<file path="config.mk">
export PLATFORM = sky130hd
export DESIGN_NAME = sadc_ctrl
export DESIGN_NICKNAME = d
export VERILOG_FILES = /design/src/include/sadc_pkg.sv /design/src/rtl/sadc_fifo.sv /design/src/rtl/sadc_ctrl.sv
export SDC_FILE = /design/constraint.sdc
export NUM_CORES = 1
export LEC_CHECK = 0
export BUFFER_PORTS_ARGS = -buffer_cell sky130_fd_sc_hd__buf_2
export CAP_MARGIN = 20
export CORE_MARGIN = 2
export CORE_UTILIZATION = 25
export DETAILED_ROUTE_END_ITERATION = 7
export MAX_ROUTING_LAYER = met4
export SLEW_MARGIN = 20
export SYNTH_ARGS = -nofsm -noshare
export SYNTH_HDL_FRONTEND = slang
export SYNTH_SLANG_ARGS = --single-unit
</file>
<file path="constraint.sdc">
create_clock -name mclk -period 7.21 [get_ports mclk]
set_clock_uncertainty 0.2 [all_clocks]
set_input_delay 0.3605 -clock mclk [delete_from_list [all_inputs] [get_ports mclk]]
set_output_delay 0.3605 -clock mclk [all_outputs]
set_load 0.02 [all_outputs]
</file>
<file path="src/include/sadc_pkg.sv">
/*
  sadc_pkg: constants, types and control-byte layout for the serial
  converter control block.
  assumes: used by rtl/sadc_ctrl.sv, not by rtl/sadc_fifo.sv, no import.
*/
// Function
// - shift data in on rising serial clock
// - skip leading zeros, first one starts byte
// - bit 3 chooses unipolar or bipolar coding
// - bit 2 chooses single-ended or differential input
// - single-ended select code maps to channel
// - differential codes choose pair and polarity
// - start plus both power bits selects external clock
// - strobe high one period before result msb
// - strobe and data out change on falling edge
// - back-to-back conversions take fifteen clocks
// - result framed by one zero, three zeros
// - unipolar plain binary, bipolar two's complement
// - result shifted out msb first
// - data out released while chip select high
// - track after fifth bit, hold after eighth
// - conversion starts on falling edge after eighth bit
package sadc_pkg;

  // control-byte field positions
  localparam int unsigned SADC_BIT_START = 7;
  localparam int unsigned SADC_BIT_SEL_HI = 6;
  localparam int unsigned SADC_BIT_SEL_MID = 5;
  localparam int unsigned SADC_BIT_SEL_LO = 4;
  localparam int unsigned SADC_BIT_CODING = 3;
  localparam int unsigned SADC_BIT_CONFIG = 2;
  localparam int unsigned SADC_BIT_PWR_HI = 1;
  localparam int unsigned SADC_BIT_PWR_LO = 0;

  // widths and counts
  localparam int unsigned SADC_RES_W = 12;
  localparam int unsigned SADC_CTRL_W = 8;
  localparam logic [3:0] SADC_TRACK_BIT = 4'h5;
  localparam logic [3:0] SADC_LAST_BIT = 4'h8;
  localparam logic [3:0] SADC_RES_LAST = 4'hb;
  // result bits out (msb down to bit 5) before a new start bit counts
  localparam logic [3:0] SADC_RESTART_BIT = 4'h7;
  localparam int unsigned SADC_FIFO_DEPTH = 16;

  // serial clock limits of the master, for reference
  localparam int unsigned SADC_SCLK_MIN_KHZ = 100;
  localparam int unsigned SADC_SCLK_MAX_KHZ = 2000;
  localparam int unsigned SADC_SEQ_MAX_US = 120;
  localparam int unsigned SADC_MCLK_MHZ = 100;
  localparam int unsigned SADC_SEQ_MAX_CYC = SADC_SEQ_MAX_US * SADC_MCLK_MHZ;

  // power-mode decode
  typedef enum logic [1:0] {
    SADC_PM_FULL_PD = 2'h0,
    SADC_PM_FAST_PD = 2'h1,
    SADC_PM_INT_CLK = 2'h2,
    SADC_PM_EXT_CLK = 2'h3
  } sadc_pmode_t;

  // power code to mode table, index is {hi, lo}
  localparam logic [7:0] SADC_PM_TABLE = 8'he4;
  localparam logic [1:0] SADC_PM_EXT_CODE = 2'h3;

  // reset value of decoded configuration
  localparam logic [1:0] SADC_PM_RESET = 2'h2;

  // decoded control byte
  typedef struct packed {
    logic [2:0] chan_pos;   // positive channel
    logic [2:0] chan_neg;   // negative channel (diff only)
    logic neg_is_gnd;       // single-ended: negative is ground
    logic unipolar;         // 1 plain binary, 0 two's complement
    logic [1:0] pmode;      // decoded power/clock mode
  } sadc_cfg_t;

  // fifo word: configuration plus result
  typedef struct packed {
    sadc_cfg_t cfg;
    logic [11:0] result;
  } sadc_word_t;

  localparam int unsigned SADC_WORD_W = $bits(sadc_word_t);

endpackage : sadc_pkg

</file>
<file path="src/rtl/sadc_fifo.sv">
/*
  sadc_fifo: synchronous fifo, parameter width and depth.
  assumes: single clock mclk, synchronous active-high reset.
*/
`timescale 1ns/100ps
module sadc_fifo #(
  parameter int unsigned WIDTH = 8,
  parameter int unsigned DEPTH = 16
) (
  // clock and reset
  input wire logic mclk,
  input wire logic rst,
  // fill side
  input wire logic in_valid,
  output logic in_ready,
  input wire logic [WIDTH-1:0] in_data,
  // drain side
  output logic out_valid,
  input wire logic out_ready,
  output logic [WIDTH-1:0] out_data
);
  localparam int unsigned AW = $clog2(DEPTH);

  // storage and pointers
  logic [WIDTH-1:0] mem_q [DEPTH];
  logic [AW-1:0] wr_q;
  logic [AW-1:0] rd_q;
  logic [AW:0] cnt_q;
  logic push;
  logic pop;

  assign in_ready = (cnt_q != (AW+1)'(DEPTH));
  assign out_valid = (cnt_q != '0);
  assign push = in_valid && in_ready;
  assign pop = out_valid && out_ready;
  assign out_data = mem_q[rd_q];

  // write storage
  always_ff @(posedge mclk) begin
    if (push) begin
      mem_q[wr_q] <= in_data;
    end
  end

  // pointers and fill count
  always_ff @(posedge mclk) begin
    if (rst) begin
      wr_q <= '0;
      rd_q <= '0;
      cnt_q <= '0;
    end else begin
      if (push) begin
        wr_q <= (wr_q == AW'(DEPTH-1)) ? '0 : wr_q + 1'b1;
      end
      if (pop) begin
        rd_q <= (rd_q == AW'(DEPTH-1)) ? '0 : rd_q + 1'b1;
      end
      cnt_q <= cnt_q + (AW+1)'(push) - (AW+1)'(pop);
    end
  end

endmodule : sadc_fifo

</file>
<file path="src/rtl/sadc_ctrl.sv">
/*
  sadc_ctrl: serial control and result port of an eight-channel 12-bit
  converter, run from external serial clock in external clock mode.
  assumes: mclk much faster than sclk; pins are asynchronous and are
  synchronised here; the analog core returns a comparator decision per
  falling edge on cmp_bit; the user side drains a fifo of conversions.
*/
`timescale 1ns/100ps
module sadc_ctrl #(
  parameter int unsigned DEPTH = sadc_pkg::SADC_FIFO_DEPTH
) (
  // clock and reset
  input wire logic mclk,
  input wire logic rst,
  // serial pins
  input wire logic cs_n,
  input wire logic sclk,
  input wire logic din,
  output logic dout_o,
  output logic dout_oe,
  output logic conversion_strobe_o,
  output logic conversion_strobe_oe,
  // analog core
  input wire logic cmp_bit,
  output logic track_q,
  output logic convert_q,
  output sadc_pkg::sadc_cfg_t cfg_q,
  // conversion record stream
  output logic rec_valid,
  input wire logic rec_ready,
  output sadc_pkg::sadc_word_t rec_data,
  output logic rec_dropped_q
);

  // pin synchronisers, first stage read only by second
  logic [2:0] s1_q;
  logic [2:0] s2_q;
  logic sclk_prev_q;
  logic cs_n_s;
  logic sclk_s;
  logic din_s;
  logic rise;
  logic fall;
  // reset loads cs_n high and sclk low, the idle levels of the pins,
  // so no false edge or frame start follows reset

  always_ff @(posedge mclk) begin
    if (rst) begin
      s1_q <= 3'h1;
      s2_q <= 3'h1;
      sclk_prev_q <= 1'b0;
    end else begin
      s1_q <= {sclk, din, cs_n};
      s2_q <= s1_q;
      sclk_prev_q <= s2_q[2];
    end
  end

  assign cs_n_s = s2_q[0];
  assign din_s = s2_q[1];
  assign sclk_s = s2_q[2];
  // edges only count inside a frame; a deselected port ignores sclk
  assign rise = sclk_s && !sclk_prev_q && !cs_n_s;
  assign fall = !sclk_s && sclk_prev_q && !cs_n_s;

  // receive state
  typedef enum logic [1:0] {
    SADC_IDLE = 2'b00,
    SADC_RX = 2'b01,
    SADC_CONV = 2'b10
  } sadc_state_t;

  // receive side: state, shift register and bit count
  sadc_state_t state_q;
  logic [7:0] shift_q;
  logic [3:0] rx_cnt_q;
  logic byte_done_q; // one mclk pulse after the eighth bit
  // conversion side: decisions so far and the collected result
  logic [3:0] res_cnt_q;
  logic [11:0] res_q;
  logic strobe_pend_q; // byte asked for a conversion, waits for a fall
  logic fifo_in_ready;
  // decoded view of the byte now in the shift register
  sadc_pkg::sadc_cfg_t cfg_d;
  logic [2:0] sel;
  logic [1:0] pcode;

  // field extraction of the finished byte
  assign sel = {shift_q[sadc_pkg::SADC_BIT_SEL_HI],
                shift_q[sadc_pkg::SADC_BIT_SEL_MID],
                shift_q[sadc_pkg::SADC_BIT_SEL_LO]};
  assign pcode = {shift_q[sadc_pkg::SADC_BIT_PWR_HI],
                  shift_q[sadc_pkg::SADC_BIT_PWR_LO]};

  // decode control byte into channel, coding and mode
  always_comb begin
    cfg_d = '0;
    cfg_d.chan_pos = {sel[1], sel[0], sel[2]};
    cfg_d.chan_neg = 3'h0;
    cfg_d.neg_is_gnd = 1'b1;
    if (!shift_q[sadc_pkg::SADC_BIT_CONFIG]) begin
      cfg_d.neg_is_gnd = 1'b0;
      cfg_d.chan_pos = {sel[1], sel[0], sel[2]};
      cfg_d.chan_neg = {sel[1], sel[0], !sel[2]};
    end
    cfg_d.unipolar = shift_q[sadc_pkg::SADC_BIT_CODING];
    cfg_d.pmode = sadc_pkg::SADC_PM_TABLE[{pcode, 1'b0} +: 2];
  end

  // control byte reception and conversion sequencing
  always_ff @(posedge mclk) begin
    if (rst) begin
      state_q <= SADC_IDLE;
      shift_q <= 8'h00;
      rx_cnt_q <= 4'h0;
      byte_done_q <= 1'b0;
    end else begin
      byte_done_q <= 1'b0;
      if (cs_n_s) begin
        // frame ended, drop any partial byte
        if (state_q == SADC_RX) begin
          state_q <= SADC_IDLE;
        end
      end else if (rise) begin
        unique case (state_q)
          SADC_IDLE: begin
            if (din_s) begin
              state_q <= SADC_RX;
              shift_q <= 8'h01;
              rx_cnt_q <= 4'h1;
            end
          end
          SADC_RX: begin
            shift_q <= {shift_q[6:0], din_s};
            rx_cnt_q <= rx_cnt_q + 4'h1;
            if (rx_cnt_q == sadc_pkg::SADC_LAST_BIT - 4'h1) begin
              byte_done_q <= 1'b1;
              state_q <= SADC_CONV;
            end
          end
          SADC_CONV: begin
            // start bit accepted once restart point passed
            // the previous result keeps shifting out under the new byte
            if (din_s && res_cnt_q >= sadc_pkg::SADC_RESTART_BIT) begin
              state_q <= SADC_RX;
              shift_q <= 8'h01;
              rx_cnt_q <= 4'h1;
            end
          end
          default: begin
            state_q <= SADC_IDLE;
          end
        endcase
      end else if (state_q == SADC_CONV && !convert_q && !strobe_pend_q
                   && !byte_done_q) begin
        // nothing pending and no conversion running: back to idle
        state_q <= SADC_IDLE;
      end
    end
  end

  // track and hold control on falling edges
  // a frame cut while tracking leaves track high until a fall outside SADC_RX
  always_ff @(posedge mclk) begin
    if (rst) begin
      track_q <= 1'b0;
    end else if (fall) begin
      // track after fifth bit, hold after eighth
      if (state_q == SADC_RX && rx_cnt_q == sadc_pkg::SADC_TRACK_BIT) begin
        track_q <= 1'b1;
      end else if (state_q != SADC_RX) begin
        track_q <= 1'b0;
      end
    end
  end

  // latch configuration when the byte completes
  // cfg_q stays put through the conversion, the record copies it
  always_ff @(posedge mclk) begin
    if (rst) begin
      cfg_q <= '{pmode: sadc_pkg::SADC_PM_RESET, default: '0};
    end else if (byte_done_q) begin
      cfg_q <= cfg_d;
    end
  end

  // conversion, strobe and data out on falling edges, cleared at once on deselect
  always_ff @(posedge mclk) begin
    if (rst) begin
      convert_q <= 1'b0;
      strobe_pend_q <= 1'b0;
      conversion_strobe_o <= 1'b0;
      dout_o <= 1'b0;
      res_cnt_q <= 4'h0;
      res_q <= 12'h000;
    end else if (cs_n_s) begin
      // outputs released, conversion abandoned
      // a frame cut mid-conversion leaves no record behind
      conversion_strobe_o <= 1'b0;
      dout_o <= 1'b0;
      convert_q <= 1'b0;
      strobe_pend_q <= 1'b0;
    end else begin
      if (byte_done_q) begin
        // only start plus both power bits converts here
        strobe_pend_q <= (pcode == sadc_pkg::SADC_PM_EXT_CODE);
      end
      // every output update on a falling edge
      if (fall) begin
        conversion_strobe_o <= 1'b0;
        if (strobe_pend_q) begin
          strobe_pend_q <= 1'b0;
          conversion_strobe_o <= 1'b1;
          convert_q <= 1'b1;
          res_cnt_q <= 4'h0;
          dout_o <= 1'b0;
        end else if (convert_q) begin
          // coding set by analog core from cfg_q.unipolar
          dout_o <= cmp_bit;
          res_q <= {res_q[10:0], cmp_bit};
          res_cnt_q <= res_cnt_q + 4'h1;
          if (res_cnt_q == sadc_pkg::SADC_RES_LAST) begin
            convert_q <= 1'b0;
          end
        end else begin
          dout_o <= 1'b0;
        end
      end
    end
  end

  // record push when the last decision lands
  // a full fifo loses the record and sets the sticky drop flag instead
  logic push_q;
  always_ff @(posedge mclk) begin
    if (rst) begin
      push_q <= 1'b0;
      rec_dropped_q <= 1'b0;
    end else begin
      push_q <= fall && convert_q && !cs_n_s
                && res_cnt_q == sadc_pkg::SADC_RES_LAST;
      if (push_q && !fifo_in_ready) begin
        rec_dropped_q <= 1'b1;
      end
    end
  end

  // drive enables: active while chip select low
  // enables follow chip select one mclk after the synchroniser
  always_ff @(posedge mclk) begin
    if (rst) begin
      dout_oe <= 1'b0;
      conversion_strobe_oe <= 1'b0;
    end else begin
      dout_oe <= !cs_n_s;
      conversion_strobe_oe <= !cs_n_s;
    end
  end

  // fifo between the serial side and the record stream
  sadc_pkg::sadc_word_t fifo_out;
  logic fifo_valid;

  // pop only when the output stage is empty or being drained
  sadc_fifo #(
    .WIDTH(sadc_pkg::SADC_WORD_W),
    .DEPTH(DEPTH)
  ) u_fifo (
    .mclk(mclk),
    .rst(rst),
    .in_valid(push_q),
    .in_ready(fifo_in_ready),
    .in_data({cfg_q, res_q}),
    .out_valid(fifo_valid),
    .out_ready(rec_ready && !(rec_valid && !rec_ready) || !rec_valid),
    .out_data(fifo_out)
  );

  // output register stage of the record stream
  // a stalled word stands unchanged until the sink takes it
  always_ff @(posedge mclk) begin
    if (rst) begin
      rec_valid <= 1'b0;
      rec_data <= '0;
    end else if (!rec_valid || rec_ready) begin
      rec_valid <= fifo_valid;
      if (fifo_valid) begin
        rec_data <= fifo_out;
      end
    end
  end

endmodule : sadc_ctrl

</file>
**After elaboration in Yosys (flattened, before gate mapping)**

Memory sizes are Yosys's and may differ from the RTL's. A register that Yosys moved wholly into a read port is not among the register bits.
Index checks and enable logic that the tools add are counted.

- Flip-flop bits (word level): 69
- Bits in writable memories: 352
- Output and inout bits: 40
- Memories kept: 1

Memories:

| memory | depth | bits a word | rd ports | clocked after memory_dff | write ports | RTL line | source |
|---|---|---|---|---|---|---|---|
| u_fifo.mem_q | 16 | 22 | 1 | 1 | 1 | sadc_fifo.sv:25 | `logic [WIDTH-1:0] mem_q [DEPTH];` |

- Add/sub/neg operators: 6
- Order comparisons: 1
- Eq/ne operators: 16
- Shift operators: 1
- Multiplexer cells: 33
- Bitwise gates (word level): 4
- Reduce and logical (&&, ||, !) cells: 44

Operators by type and width:

| cell | count |
|---|---|
| 4-bit two-way mux | 7 |
| 7-bit case mux with 3 select lines | 1 |
| 1-bit logical AND | 17 |
| 4-bit by 1-bit adder with 4-bit output (second input constant) | 4 |
| 1-bit two-way mux | 14 |
| 2-bit two-way mux | 7 |
| 7-bit two-way mux | 2 |
| 4-bit == test (second input constant) | 3 |
| 4-bit case mux with 3 select lines | 1 |
| 1-bit logical NOT | 11 |
| 5-bit AND reduction | 2 |
| 4-bit by 3-bit == test with 1-bit output (second input constant) | 2 |
| 4-bit != test (second input constant) | 2 |
| 8-bit by 4-bit variable part select with 2-bit output (first input constant) | 1 |
| 2-bit case mux with 3 select lines | 1 |
| 3-bit nonzero test | 2 |
| 5-bit by 1-bit adder with 5-bit output | 1 |
| 5-bit != test (second input constant) | 1 |
| 5-bit nonzero test | 1 |
| 5-bit by 1-bit subtractor with 5-bit output | 1 |
| 2-bit == test (second input constant) | 2 |
| 4-bit by 3-bit >= comparator with 1-bit output (second input constant) | 1 |
| 2-bit by 1-bit != test with 1-bit output (second input constant) | 2 |
| 2-bit != test (second input constant) | 2 |
| 11 further kinds | 17 |

**Logic depth before layout (Yosys ltp)**

Gate-level depths: netlist of the first run.

- Depth after elaboration: 7
- Depth in mapped cells: 14
- Depth with buffers taken out: 13

**Cells and area by module**

A second synthesis of the first run with hierarchy kept.

- Cell total of the unflattened synthesis: 990
- Area total of the unflattened synthesis: 17,214.0 um2

Modules (own cells, without submodules):

| module | times used | cells an instance | area an instance (um2) | sequential area each (um2) |
|---|---|---|---|---|
| sadc_fifo | 1 | 645 | 14,212.4 | 10,910.5 |
| sadc_ctrl | 1 | 345 | 3,001.6 | 1,561.5 |

**Worst setup path before layout of the first run**

OpenSTA, ideal clock, no wires.

- Kind: reg-to-reg
- Start point: reg u_fifo.cnt_q[2]
- End point: mem u_fifo.mem_q[0][0] in the netlist's numbering, enable pin
- Data arrival time: 2.730 ns
- Required time: 6.581 ns
- Slack: 3.852 ns
- Cell stages (with the launch flop): 8
- Buffers on the path: 1
- Clock period less this slack: 3.358 ns
- Cells stage by stage: dfxtp_1 > inv_1 > ha_1 > nand4bb_1 > and2_1 > clkbuf_1 > nand2_1 > nor3_1

- Word-level cells in the longest chain between the ends: 4

Ends and longest elaborated chain:

| item | RTL line | source |
|---|---|---|
| start: declaration | sadc_fifo.sv:28 | `logic [AW:0] cnt_q;` |
| start signal: assignment | sadc_fifo.sv:58 | `cnt_q <= cnt_q + (AW+1)'(push) - (AW+1)'(pop);` |
| 5-bit != test | sadc_fifo.sv:32 | `assign in_ready = (cnt_q != (AW+1)'(DEPTH));` |
| 1-bit logical AND | sadc_fifo.sv:34 | `assign push = in_valid && in_ready;` |
| net u_fifo.push | sadc_fifo.sv:29 | `logic push;` |
| 1-bit two-way mux | sadc_fifo.sv:40 | `if (push) begin` |
| 1-bit two-way mux (not written as such) | sadc_fifo.sv:41 | `mem_q[wr_q] <= in_data;` |
| end: declaration | sadc_fifo.sv:25 |  |

The timed path passes the listed nets, and every way through them passes these cells.

**Worst setup path in the final report of the first run**

- Start point: reg u_fifo.cnt_q[3]
- End point: reg u_fifo.cnt_q[4]

- Word-level cells in the longest chain between the ends: 4

Ends and longest elaborated chain:

| item | RTL line |
|---|---|
| 5-bit != test | sadc_fifo.sv:32 |
| 1-bit logical AND | sadc_fifo.sv:34 |
| 5-bit by 1-bit adder with 5-bit output | sadc_fifo.sv:58 |
| 5-bit by 1-bit subtractor with 5-bit output * | sadc_fifo.sv:58 |

Every way passes the cells marked *; elsewhere a longest branch is shown, timed or not.
A chain may end at the register's enable or synchronous reset.

==> run metrics, run 1 <==
WS Path Type reg -> reg; post-cts sizing count 0; clk sinks 443; #FFs+latches synth 443; overall power 0.00638 W; count leader, synth edfxtp_1; Worst VDD drop 0.193 mV; Inserted Clock Buffers 45; Worst EP required 7.50 ns; CP Launch Type flip-flop; Synthesized Nets 1084; setup bufs post-CTS 0; layout cells sized above 1 18.7%; Clock Path Buffers 3; top post-synthesis cells by count edfxtp_1 (352), mux2i_1 (96), dfxtp_1 (91); Fin. Hold Viols 0; Die X 265 µm; Final Wtd Congestion 0.730; post-synthesis async set-or-reset flop share 0%; IO buf count 46; Final setup viols 0; final wirelength 39800 µm; die extent in y 265 µm; leak pwr 6.43 nW; Finished Layout Cells 2025; top_reg_cell synth edfxtp_1; via count 9333; Worst Tran Pin Value 0.977 ns; sequential share of the synthesized area 72.6%; vias in the first global route 9379; Clock Latency Late Sink 0.57 ns; Synth Warn # 0; Critical Path Fanout Max 29; post-synthesis compound-gate area fraction 6.04%; Antenna Nets Post-Route 0; main area contributors after synthesis edfxtp_1 (62%), dfxtp_1 (11%), mux4_2 (5.8%); DRT iter0 DRCs 806; Filler Cell Count 6543; TritonRoute pass-1 iters 6; simple-gate share of the synthesized area 5.85%; H-Tree Level Count 2; pin count of the biggest net entering global routing 87; synth unique cells 58; Worst Hold Class in -> reg; top-area cell type share of the netlist area 61.9%; Synth Area in XOR/XNOR 0.256%; Period minus WS final 3.59 ns; Cells after Synth 1058; cts hold-fix bufs 5; Max Cap Viol 0; row cnt 95; routed vias/inst 4.61; multiplexer share of the synthesized area 11.7%; CORE AREA 67400 µm²; status completed; Synth Area in Adders 1.44%; syn_area_per_cell 16.1 µm²; Mapped Area 17100 µm²; period utilization 49.7%; Boundary Pins 47; Syn-to-layout area delta 16.4%; fmax 0.279 GHz; Max Slew Vio Count 0; Slew headroom 34.9%; Post-DP HPWL 21700 µm; Initial Util 25.3%; Clock transition at path regs 0.06 ns; Post-synth EDFFs 352; worst hold slack 0.121 ns; arrival time worst endpoint 3.87 ns; pre-CTS WS 3.62 ns; Setup TNS 0 ns; grt total ovfl 0; CTS tree yes; critical path endpoint category flip-flop; cell taking the most area after synthesis edfxtp_1; Final nets 1141; RSZ-0062 raised after global routing no; worst setup margin 3.62 ns; CTS root buffer clkbuf_16; DR WL/cell 19.6 µm; Global Route Usage Sum 11.5%; initial antenna violation count 0; Post-route DRC 0; # diodes 0; placed insts 1936; main combinational cell family by area after synthesis multiplexers; first-pass GRT wire length 59600 µm; Pwr Density 321 nW/µm²; die area 70400 µm²
-- worst max-delay path, stage by stage, from the launching register on --
cell	delay, ns
dfxtp_1	0.32
inv_1	0.08
ha_1	0.16
or4b_1	0.48
nand2_1	0.08
buf_4	0.39
inv_1	0.12
ha_1	0.30
inv_1	0.04
ha_1	0.20
fa_1	0.43
a21oi_1	0.16
nor2_1	0.06
or3_1	0.34
a21oi_1	0.14
-- final timing paths --
path / depth (start not counted) / slack (ns) / end / startpoint
worst min-delay path: 2 / 0.12 / s1_q[1]$_SDFF_PP0_ / rst
worst max register to register: 14 / 3.62 / u_fifo.cnt_q[4]$_SDFF_PP0_ / u_fifo.cnt_q[3]$_SDFF_PP0_
worst max-delay path: 14 / 3.62 / u_fifo.cnt_q[4]$_SDFF_PP0_ / u_fifo.cnt_q[3]$_SDFF_PP0_
worst min register to register: 1 / 0.21 / s2_q[0]$_SDFF_PP1_ / s1_q[0]$_SDFF_PP1_
-- registers in the layout, summed over array words and instances (netlist names), 2 cells and up --
signal	count
state_q	2
res_q	12
rx_cnt_q	4
shift_q	7
res_cnt_q	4
cfg_q	10
u_fifo.mem_q	352
u_fifo.cnt_q	5
u_fifo.wr_q	4
s2_q	3
rec_data	22
u_fifo.rd_q	4
s1_q	3
-- per-layer routing --
layer	global-route usage, %	vias up	part of all wire [%]
li1	-	4235	-
met4	2.79	0	1.9
met1	15.5	4777	45
met3	2.41	61	6.1
met5	-	-	0
met2	17.9	260	47
-- logic make-up (layout without fill, tap and decap cells) --
group           Yosys count  after routing
compound gates          161            161
xor+xnor                  5              5
fa+ha+maj                19             19
buf+inv                  85            179
flops                   443            443
mux                     144            144
simple gates            201            201
-- power breakdown --
group	internal, W	total [W]	switching, W	leakage, nW
logic	0.000498	0.00112	0.000626	1.68
clock network	0.00135	0.00230	0.000955	0.722
registers	0.00281	0.00296	0.000152	4.02
-- layout make-up --
type | instances | area [µm²] | share of cell area (%)
flip-flops and latches | 443 | 12400 | 62.4
multi-input cells | 530 | 4380 | 22.0
clock buffers | 69 | 1290 | 6.48
well taps | 873 | 1090 | 5.50
repair buffers | 75 | 467 | 2.35
clock inverters | 15 | 176 | 0.888
inverters | 20 | 75.1 | 0.378
-- cell usage in the layout, fill, tap and decap left out, types with 4 or more instances in the layout --
cell type      netlist  layout
nand3_1             18      18
nand3b_1             4       4
clkinv_2             0      10
clkbuf_1            37      18
clkbuf_8             0       5
dlygate4sd3_1        0       5
mux2i_1             96      96
nor3_1              28      24
dfxtp_1             91      88
a21oi_1             41      41
or4_1                4       4
mux2_2               4       4
a211oi_1            22      22
o21ai_0             12      12
a22oi_1             21      21
ha_1                18      18
buf_2               17      45
o22ai_1             43      43
nand2b_1             5       5
nand2_1             37      37
nor3_2               0       4
nand4_1              8       8
nor2_1              63      49
mux4_2              44      44
clkbuf_16            0      46
edfxtp_1           352     352
nor2_2               0      14
inv_1               20      20
nor2b_1             15      14
buf_4                6      24
-- through the flow --
step / area, µm² / utilization, %
after global placement: 18400 / 27.2
after global routing: 19900 / 29.5
after floorplan: 17100 / -
after detailed placement: 18400 / 27.2
after CTS: 19900 / 29.5
final: 19900 / 29.5
No activity file was read; power rests on OpenSTA's default activity.
==> run 2: changes to the inputs <==
clock period = 3.4 ns   (was 7.21 ns; I/O delays follow)
==> run metrics, run 2 (same netlist as run 1, synthesis figures left out) <==
Worst Hold Class in -> reg; Post-route DRC 0 (unchanged); first-pass GRT wire length 59100 µm (-0.82%); Clock transition at path regs 0.06 ns (about the same); Final setup viols 0 (unchanged); initial antenna violation count 0 (unchanged); Initial Util 25.3% (unchanged); max reg flops 352 (unchanged); FF+latch area 12400 µm² (about the same); Top reg by flops u_fifo.mem_q; Critical Path Fanout Max 3 (-90%); critical-path cell list inv_1, ha_1, or4b_1, nand2_1, inv_1, ha_1, inv_1, ha_1, fa_1, a21oi_1, nor2_1, or3_1, a21oi_1; Regs by FF count u_fifo.mem_q x352, rec_data x22, res_q x12; Global Route Usage Sum 11.4% (-0.11 points); Highest Signal Layer met4; final wirelength 39400 µm (-1.0%); Clock Latency Late Sink 0.57 ns (about the same); Slew headroom 40.0% (+5.1 points); Crit-path slowest cell or4b_1; CP Launch Type flip-flop; TritonRoute pass-1 iters 5 (-1); arrival time worst endpoint 3.47 ns (-0.40 ns); Comb pwr share 18.7% (+1.1 points); clock share of power 35.4% (-0.6 points); Max Slew Vio Count 0 (unchanged); Flop pwr share 45.9% (-0.5 points); WS Path Type reg -> reg; worst setup margin 0.226 ns (-3.40 ns); DRT iter0 DRCs 903 (+12%); worst hold slack 0.108 ns (-0.0133 ns); Fin. Hold Viols 0 (unchanged); Filler Cell Count 6533 (-0.15%); IO buf count 46 (unchanged); clk sinks 443 (unchanged); Die X 265 µm (unchanged); RSZ-0062 raised after global routing no; Syn-to-layout area delta 17.3%; Inserted Clock Buffers 47 (+4.4%); critical path buffer and inverter count 3 (-1); DR WL/cell 19.2 µm (-2.3%); period utilization 93.4% (+44 points); total internal power 0.00972 W (+110%); switching pwr 0.00374 W (+120%); Worst VDD drop 0.342 mV (+78%); Final nets 1165 (+2.1%); Antenna Nets Post-Route 0 (unchanged); leak pwr 6.52 nW (+1.5%); status completed; H-Tree Level Count 2 (unchanged); overall power 0.0135 W (+110%); layout cells sized above 1 19.6% (+0.95 points); CTS tree yes; critical path endpoint category flip-flop; wire length on met3 2550 µm (+5.1%); sw frac 27.8% (+0.63 points); Worst Tran Pin Value 0.898 ns (-0.0790 ns); setup bufs post-CTS 0 (unchanged); routed vias/inst 4.58 (-0.56%); Max Cap Viol 0 (unchanged); Multi-input gate area 4380 µm² (about the same); Pwr Density 672 nW/µm² (+110%); Setup TNS 0 ns (unchanged); Boundary Pins 47 (unchanged); Detail Route met2 WL 18600 µm (-0.34%); Post-DP HPWL 22900 µm (+5.4%); die extent in y 265 µm (unchanged); pre-CTS WS 0.242 ns (-3.38 ns); Worst EP required 3.70 ns (-3.80 ns); Clock Path Buffers 3 (unchanged); CP delay by family, top adder cells; row cnt 95 (unchanged); grt total ovfl 0 (unchanged); Period minus WS final 3.17 ns (-0.412 ns); commonest non-fill, non-tap cell in the layout edfxtp_1; Final Wtd Congestion 0.716 (-2.0%); die area 70400 µm² (unchanged); fmax 0.315 GHz (+13%); CORE AREA 67400 µm² (unchanged); pin count of the biggest net entering global routing 54 (-38%); most frequent cells in the layout edfxtp_1 (352), mux2i_1 (96), dfxtp_1 (88); Met1 Routed Length 17400 µm (-2.7%); # diodes 0 (unchanged); via count 9400 (+0.72%); slowest stage delay, CP 0.50 ns (+0.02 ns); CTS root buffer clkbuf_16; vias in the first global route 9328 (-0.54%)
run 2: cell count changes in the layout (fill, tap and decap cells not counted), moves of 2 or more:
cell	previous run	this run
dlygate4sd3_1	5	9
clkinvlp_4	0	2
clkinv_1	0	4
nor2_2	14	12
clkbuf_8	5	1
bufinv_16	3	1
buf_4	24	42
run 2: timing repair:
action	4_1_cts	5_1_grt
resized for setup	0	0
hold endpoints to repair	43	0
endpoints found under the setup margin	0	0
hold buffers	9	0
run 2: layout make-up:
cell class	instances	area share (%)
sequential	443	61.9
multi-input combinational	530	21.8
clock buffer	67	6.30
tap	873	5.45
timing repair buffer	97	3.25
clock inverter	21	0.887
inverter	20	0.375
run 2: worst reg2reg max path, cell delays in order (launching register included):
cell     delay (ns)
dfxtp_1        0.32
inv_1          0.08
ha_1           0.16
or4b_1         0.50
nand2_1        0.11
inv_1          0.06
ha_1           0.27
inv_1          0.04
ha_1           0.20
fa_1           0.44
a21oi_1        0.18
nor2_1         0.06
or3_1          0.34
a21oi_1        0.15
run 2: power by group through the flow:
| stage | combinational [W] | sequential [W] | clock [W] |
|---|---|---|---|
| finish | 0.00251 | 0.00618 | 0.00477 |
| global route | 0.00274 | 0.00620 | 0.00509 |
| floorplan | 0.00175 | 0.00631 | 0 |
| CTS | 0.00256 | 0.00618 | 0.00489 |
| detailed placement | 0.00254 | 0.00629 | 0 |
| global placement | 0.00253 | 0.00628 | 0 |
run 2: layer usage:
layer / global-route usage (%) / vias to the layer above
li1: - / 4296
met1: 15.0 / 4790
met3: 2.87 / 59
met5: - / -
met2: 17.6 / 255
met4: 3.05 / 0
run 2: through the flow:
step	utilization, %	instance area [µm²]	std cells
CTS	29.7	20000	2051
finish	29.7	20000	2051
detailed placement	27.5	18500	1954
global route	29.7	20000	2051
floorplan	-	17100	1058
global placement	27.5	18500	1954
run 2: worst paths after layout:
path,startpoint,end,slack [ns],cells after the start
max reg2reg,u_fifo.cnt_q[3]$_SDFF_PP0_,u_fifo.cnt_q[4]$_SDFF_PP0_,0.23,13
min reg2reg,s1_q[0]$_SDFF_PP1_,s2_q[0]$_SDFF_PP1_,0.21,1
max,u_fifo.cnt_q[3]$_SDFF_PP0_,u_fifo.cnt_q[4]$_SDFF_PP0_,0.23,13
min,cs_n,s1_q[0]$_SDFF_PP1_,0.11,3
==> run 3: changes to the inputs <==
ABC_AREA = 1   (was not set)
==> run metrics, run 3 <==
Antenna Nets Post-Route 0 (unchanged); Final nets 1764 (+51%); post-cts sizing count 0 (unchanged); die area 74100 µm² (+5.2%); status completed; Regs by FF count u_fifo.mem_q x352, rec_data x22, res_q x12; met1 Resource Use GR 17.9% (+2.9 points); arrival time worst endpoint 2.91 ns (-0.56 ns); most heavily used metal layer in global routing met2; row cnt 98 (+3.2%); synth unique cells 39 (-33%); cell taking the most area after synthesis edfxtp_1; CORE AREA 71400 µm² (+5.9%); TritonRoute pass-1 iters 5 (unchanged); initial antenna violation count 1 (+1); max reg flops 352 (unchanged); Cells after Synth 1690 (+60%); Multi-input gate area 4740 µm² (+8.4%); syn_area_per_cell 10.6 µm² (-34%); vias in the first global route 11700 (+26%); Final Wtd Congestion 0.812 (+13%); layout cells sized above 1 9.81% (-9.8 points); CTS root buffer clkbuf_16; critical path endpoint category flip-flop; critical-path cell list inv_1, ha_1, nand4_1, nand2_1, inv_2, ha_1, inv_1, ha_1, fa_1, a21oi_1, o21bai_1, o21ai_0, a21oi_1; WS Path Type reg -> reg; Period minus WS final 2.68 ns (-0.496 ns); CP Launch Type flip-flop; Inserted Clock Buffers 44 (-6.4%); CTS tree yes; Clock Latency Late Sink 0.55 ns (-0.02 ns); first-pass GRT wire length 70300 µm (+19%); RSZ-0062 raised after global routing no; Clock transition at path regs 0.06 ns (about the same); fmax 0.373 GHz (+19%); setup bufs post-CTS 0 (unchanged); Setup TNS 0 ns (unchanged); Clock Path Buffers 3 (unchanged); H-Tree Level Count 2 (unchanged); top-area cell type share of the netlist area 58.8% (-3.1 points); leak pwr 7.71 nW (+18%); routed vias/inst 4.46 (-2.6%); Max Slew Vio Count 0 (unchanged); Post-DP HPWL 26700 µm (+17%); count leader, synth nand2_1; via count 12200 (+29%); Crit-path slowest cell fa_1; Critical Path Fanout Max 6 (+3); most frequent CP cell ha_1; Worst Hold Class in -> reg; IO buf count 46 (unchanged); CP delay by family, top adder cells; Max Cap Viol 0 (unchanged); Filler Cell Count 7331 (+12%); Worst EP required 3.63 ns (-0.07 ns); Global Route Usage Sum 12.5% (+1.1 points); Synth Warn # 0 (unchanged); top_reg_cell synth edfxtp_1; grt total ovfl 0 (unchanged); grt met3 use 1.97% (-0.90 points); pin count of the biggest net entering global routing 180 (+230%); commonest non-fill, non-tap cell in the layout nand2_1; Mapped Area 18000 µm² (+5.3%); met2 Resource Use GR 18.6% (+0.97 points); final instance area 20700 µm² (+3.4%); Fin. Hold Viols 0 (unchanged); Slew headroom 25.0% (-15 points); DP Area 19300 µm² (+4.1%); sequential share of the synthesized area 68.9% (-3.7 points); overall power 0.0143 W (+6.0%); DR WL/cell 16.7 µm (-13%); final wirelength 45600 µm (+16%); critical path buffer and inverter count 3 (unchanged); Worst VDD drop 0.616 mV (+80%); Worst Tran Pin Value 1.12 ns (+0.226 ns); Boundary Pins 47 (unchanged); Pwr Density 689 nW/µm² (+2.6%); Initial Util 25.2% (-0.14 points); # diodes 0 (unchanged); clk sinks 443 (unchanged); Top reg by flops u_fifo.mem_q; FF+latch area 12400 µm² (about the same); post-synthesis async set-or-reset flop share 0% (unchanged); Post-route DRC 0 (unchanged); Die X 272 µm (+2.6%); main area contributors after synthesis edfxtp_1 (59%), dfxtp_1 (10%), nand2_1 (10%); Synthesized Nets 1716 (+58%); DRT iter0 DRCs 1050 (+16%); Post-synth EDFFs 352 (unchanged); period utilization 78.8% (-15 points); Final setup viols 0 (unchanged); Syn-to-layout area delta 15.1%; most frequent cells in the layout nand2_1 (479), edfxtp_1 (352), nor2_1 (177); die extent in y 272 µm (+2.6%); slowest stage delay, CP 0.44 ns (-0.06 ns); #FFs+latches synth 443 (unchanged); top post-synthesis cells by count nand2_1 (479), edfxtp_1 (352), nor2_1 (193)
-- run 3: what timing repair did --
action | in CTS | in global routing
hold buffers | 8 | 0
setup endpoints to repair | 0 | 0
hold endpoints to repair | 26 | 0
-- run 3: worst register-to-register path, delay by kind of cell (launching register included) --
kind | cells | cell delay, ns
adders and majority gates | 4 | 1.12
AOI/OAI and AO/OA | 4 | 0.45
buffers and inverters | 3 | 0.19
and+or+nand+nor | 2 | 0.29
DFF | 1 | 0.32
-- run 3: worst paths after layout --
kind | from | end | slack [ns] | cells past startpoint
worst min-delay path | cs_n | s1_q[0]$_SDFF_PP1_ | 0.15 | 3
worst max-delay path | u_fifo.cnt_q[3]$_SDFF_PP0_ | u_fifo.cnt_q[4]$_SDFF_PP0_ | 0.72 | 13
worst max register to register | u_fifo.cnt_q[3]$_SDFF_PP0_ | u_fifo.cnt_q[4]$_SDFF_PP0_ | 0.72 | 13
worst min register to register | s1_q[2]$_SDFF_PP0_ | s2_q[2]$_SDFF_PP0_ | 0.20 | 2
-- run 3: kinds of logic after synthesis --
group           after synthesis  synth area share [%]
simple gates                865                  19.6
xor+xnor                      5                 0.243
compound gates              173                  4.91
flops                       443                  68.9
buf+inv                     185                  4.94
fa+ha+maj                    19                  1.36
-- run 3: final cells by class --
| cell class | count | share of cell area [%] |
|---|---|---|
| inverter | 97 | 1.77 |
| clock inverter | 21 | 0.653 |
| sequential | 443 | 59.9 |
| clock buffer | 61 | 5.93 |
| timing repair buffer | 90 | 3.11 |
| multi-input combinational | 1062 | 22.9 |
| tap | 950 | 5.74 |
-- run 3: layer usage --
metal	up-vias	part of all wire, %
li1	5786	-
met1	5897	47
met2	422	44
met3	54	7.5
met4	0	1.6
met5	-	0
-- run 3: through the flow --
| step | utilization (%) | std cells | hold WS [ns] | setup WS [ns] |
|---|---|---|---|---|
| CTS | 29.0 | 2724 | 0.127 | 0.729 |
| global placement | 27.0 | 2634 | 0.159 | 0.758 |
| detailed placement | 27.0 | 2634 | 0.161 | 0.735 |
| floorplan | - | 1690 | 0.0562 | 0.656 |
| global route | 29.0 | 2724 | 0.141 | 0.480 |
| finish | 29.0 | 2724 | 0.148 | 0.722 |
-- run 3: where the power goes --
part	leakage (nW)	internal [W]	switching, W
logic	3.44	0.00102	0.00240
clock network	0.662	0.00261	0.00204
registers	3.60	0.00596	0.000241
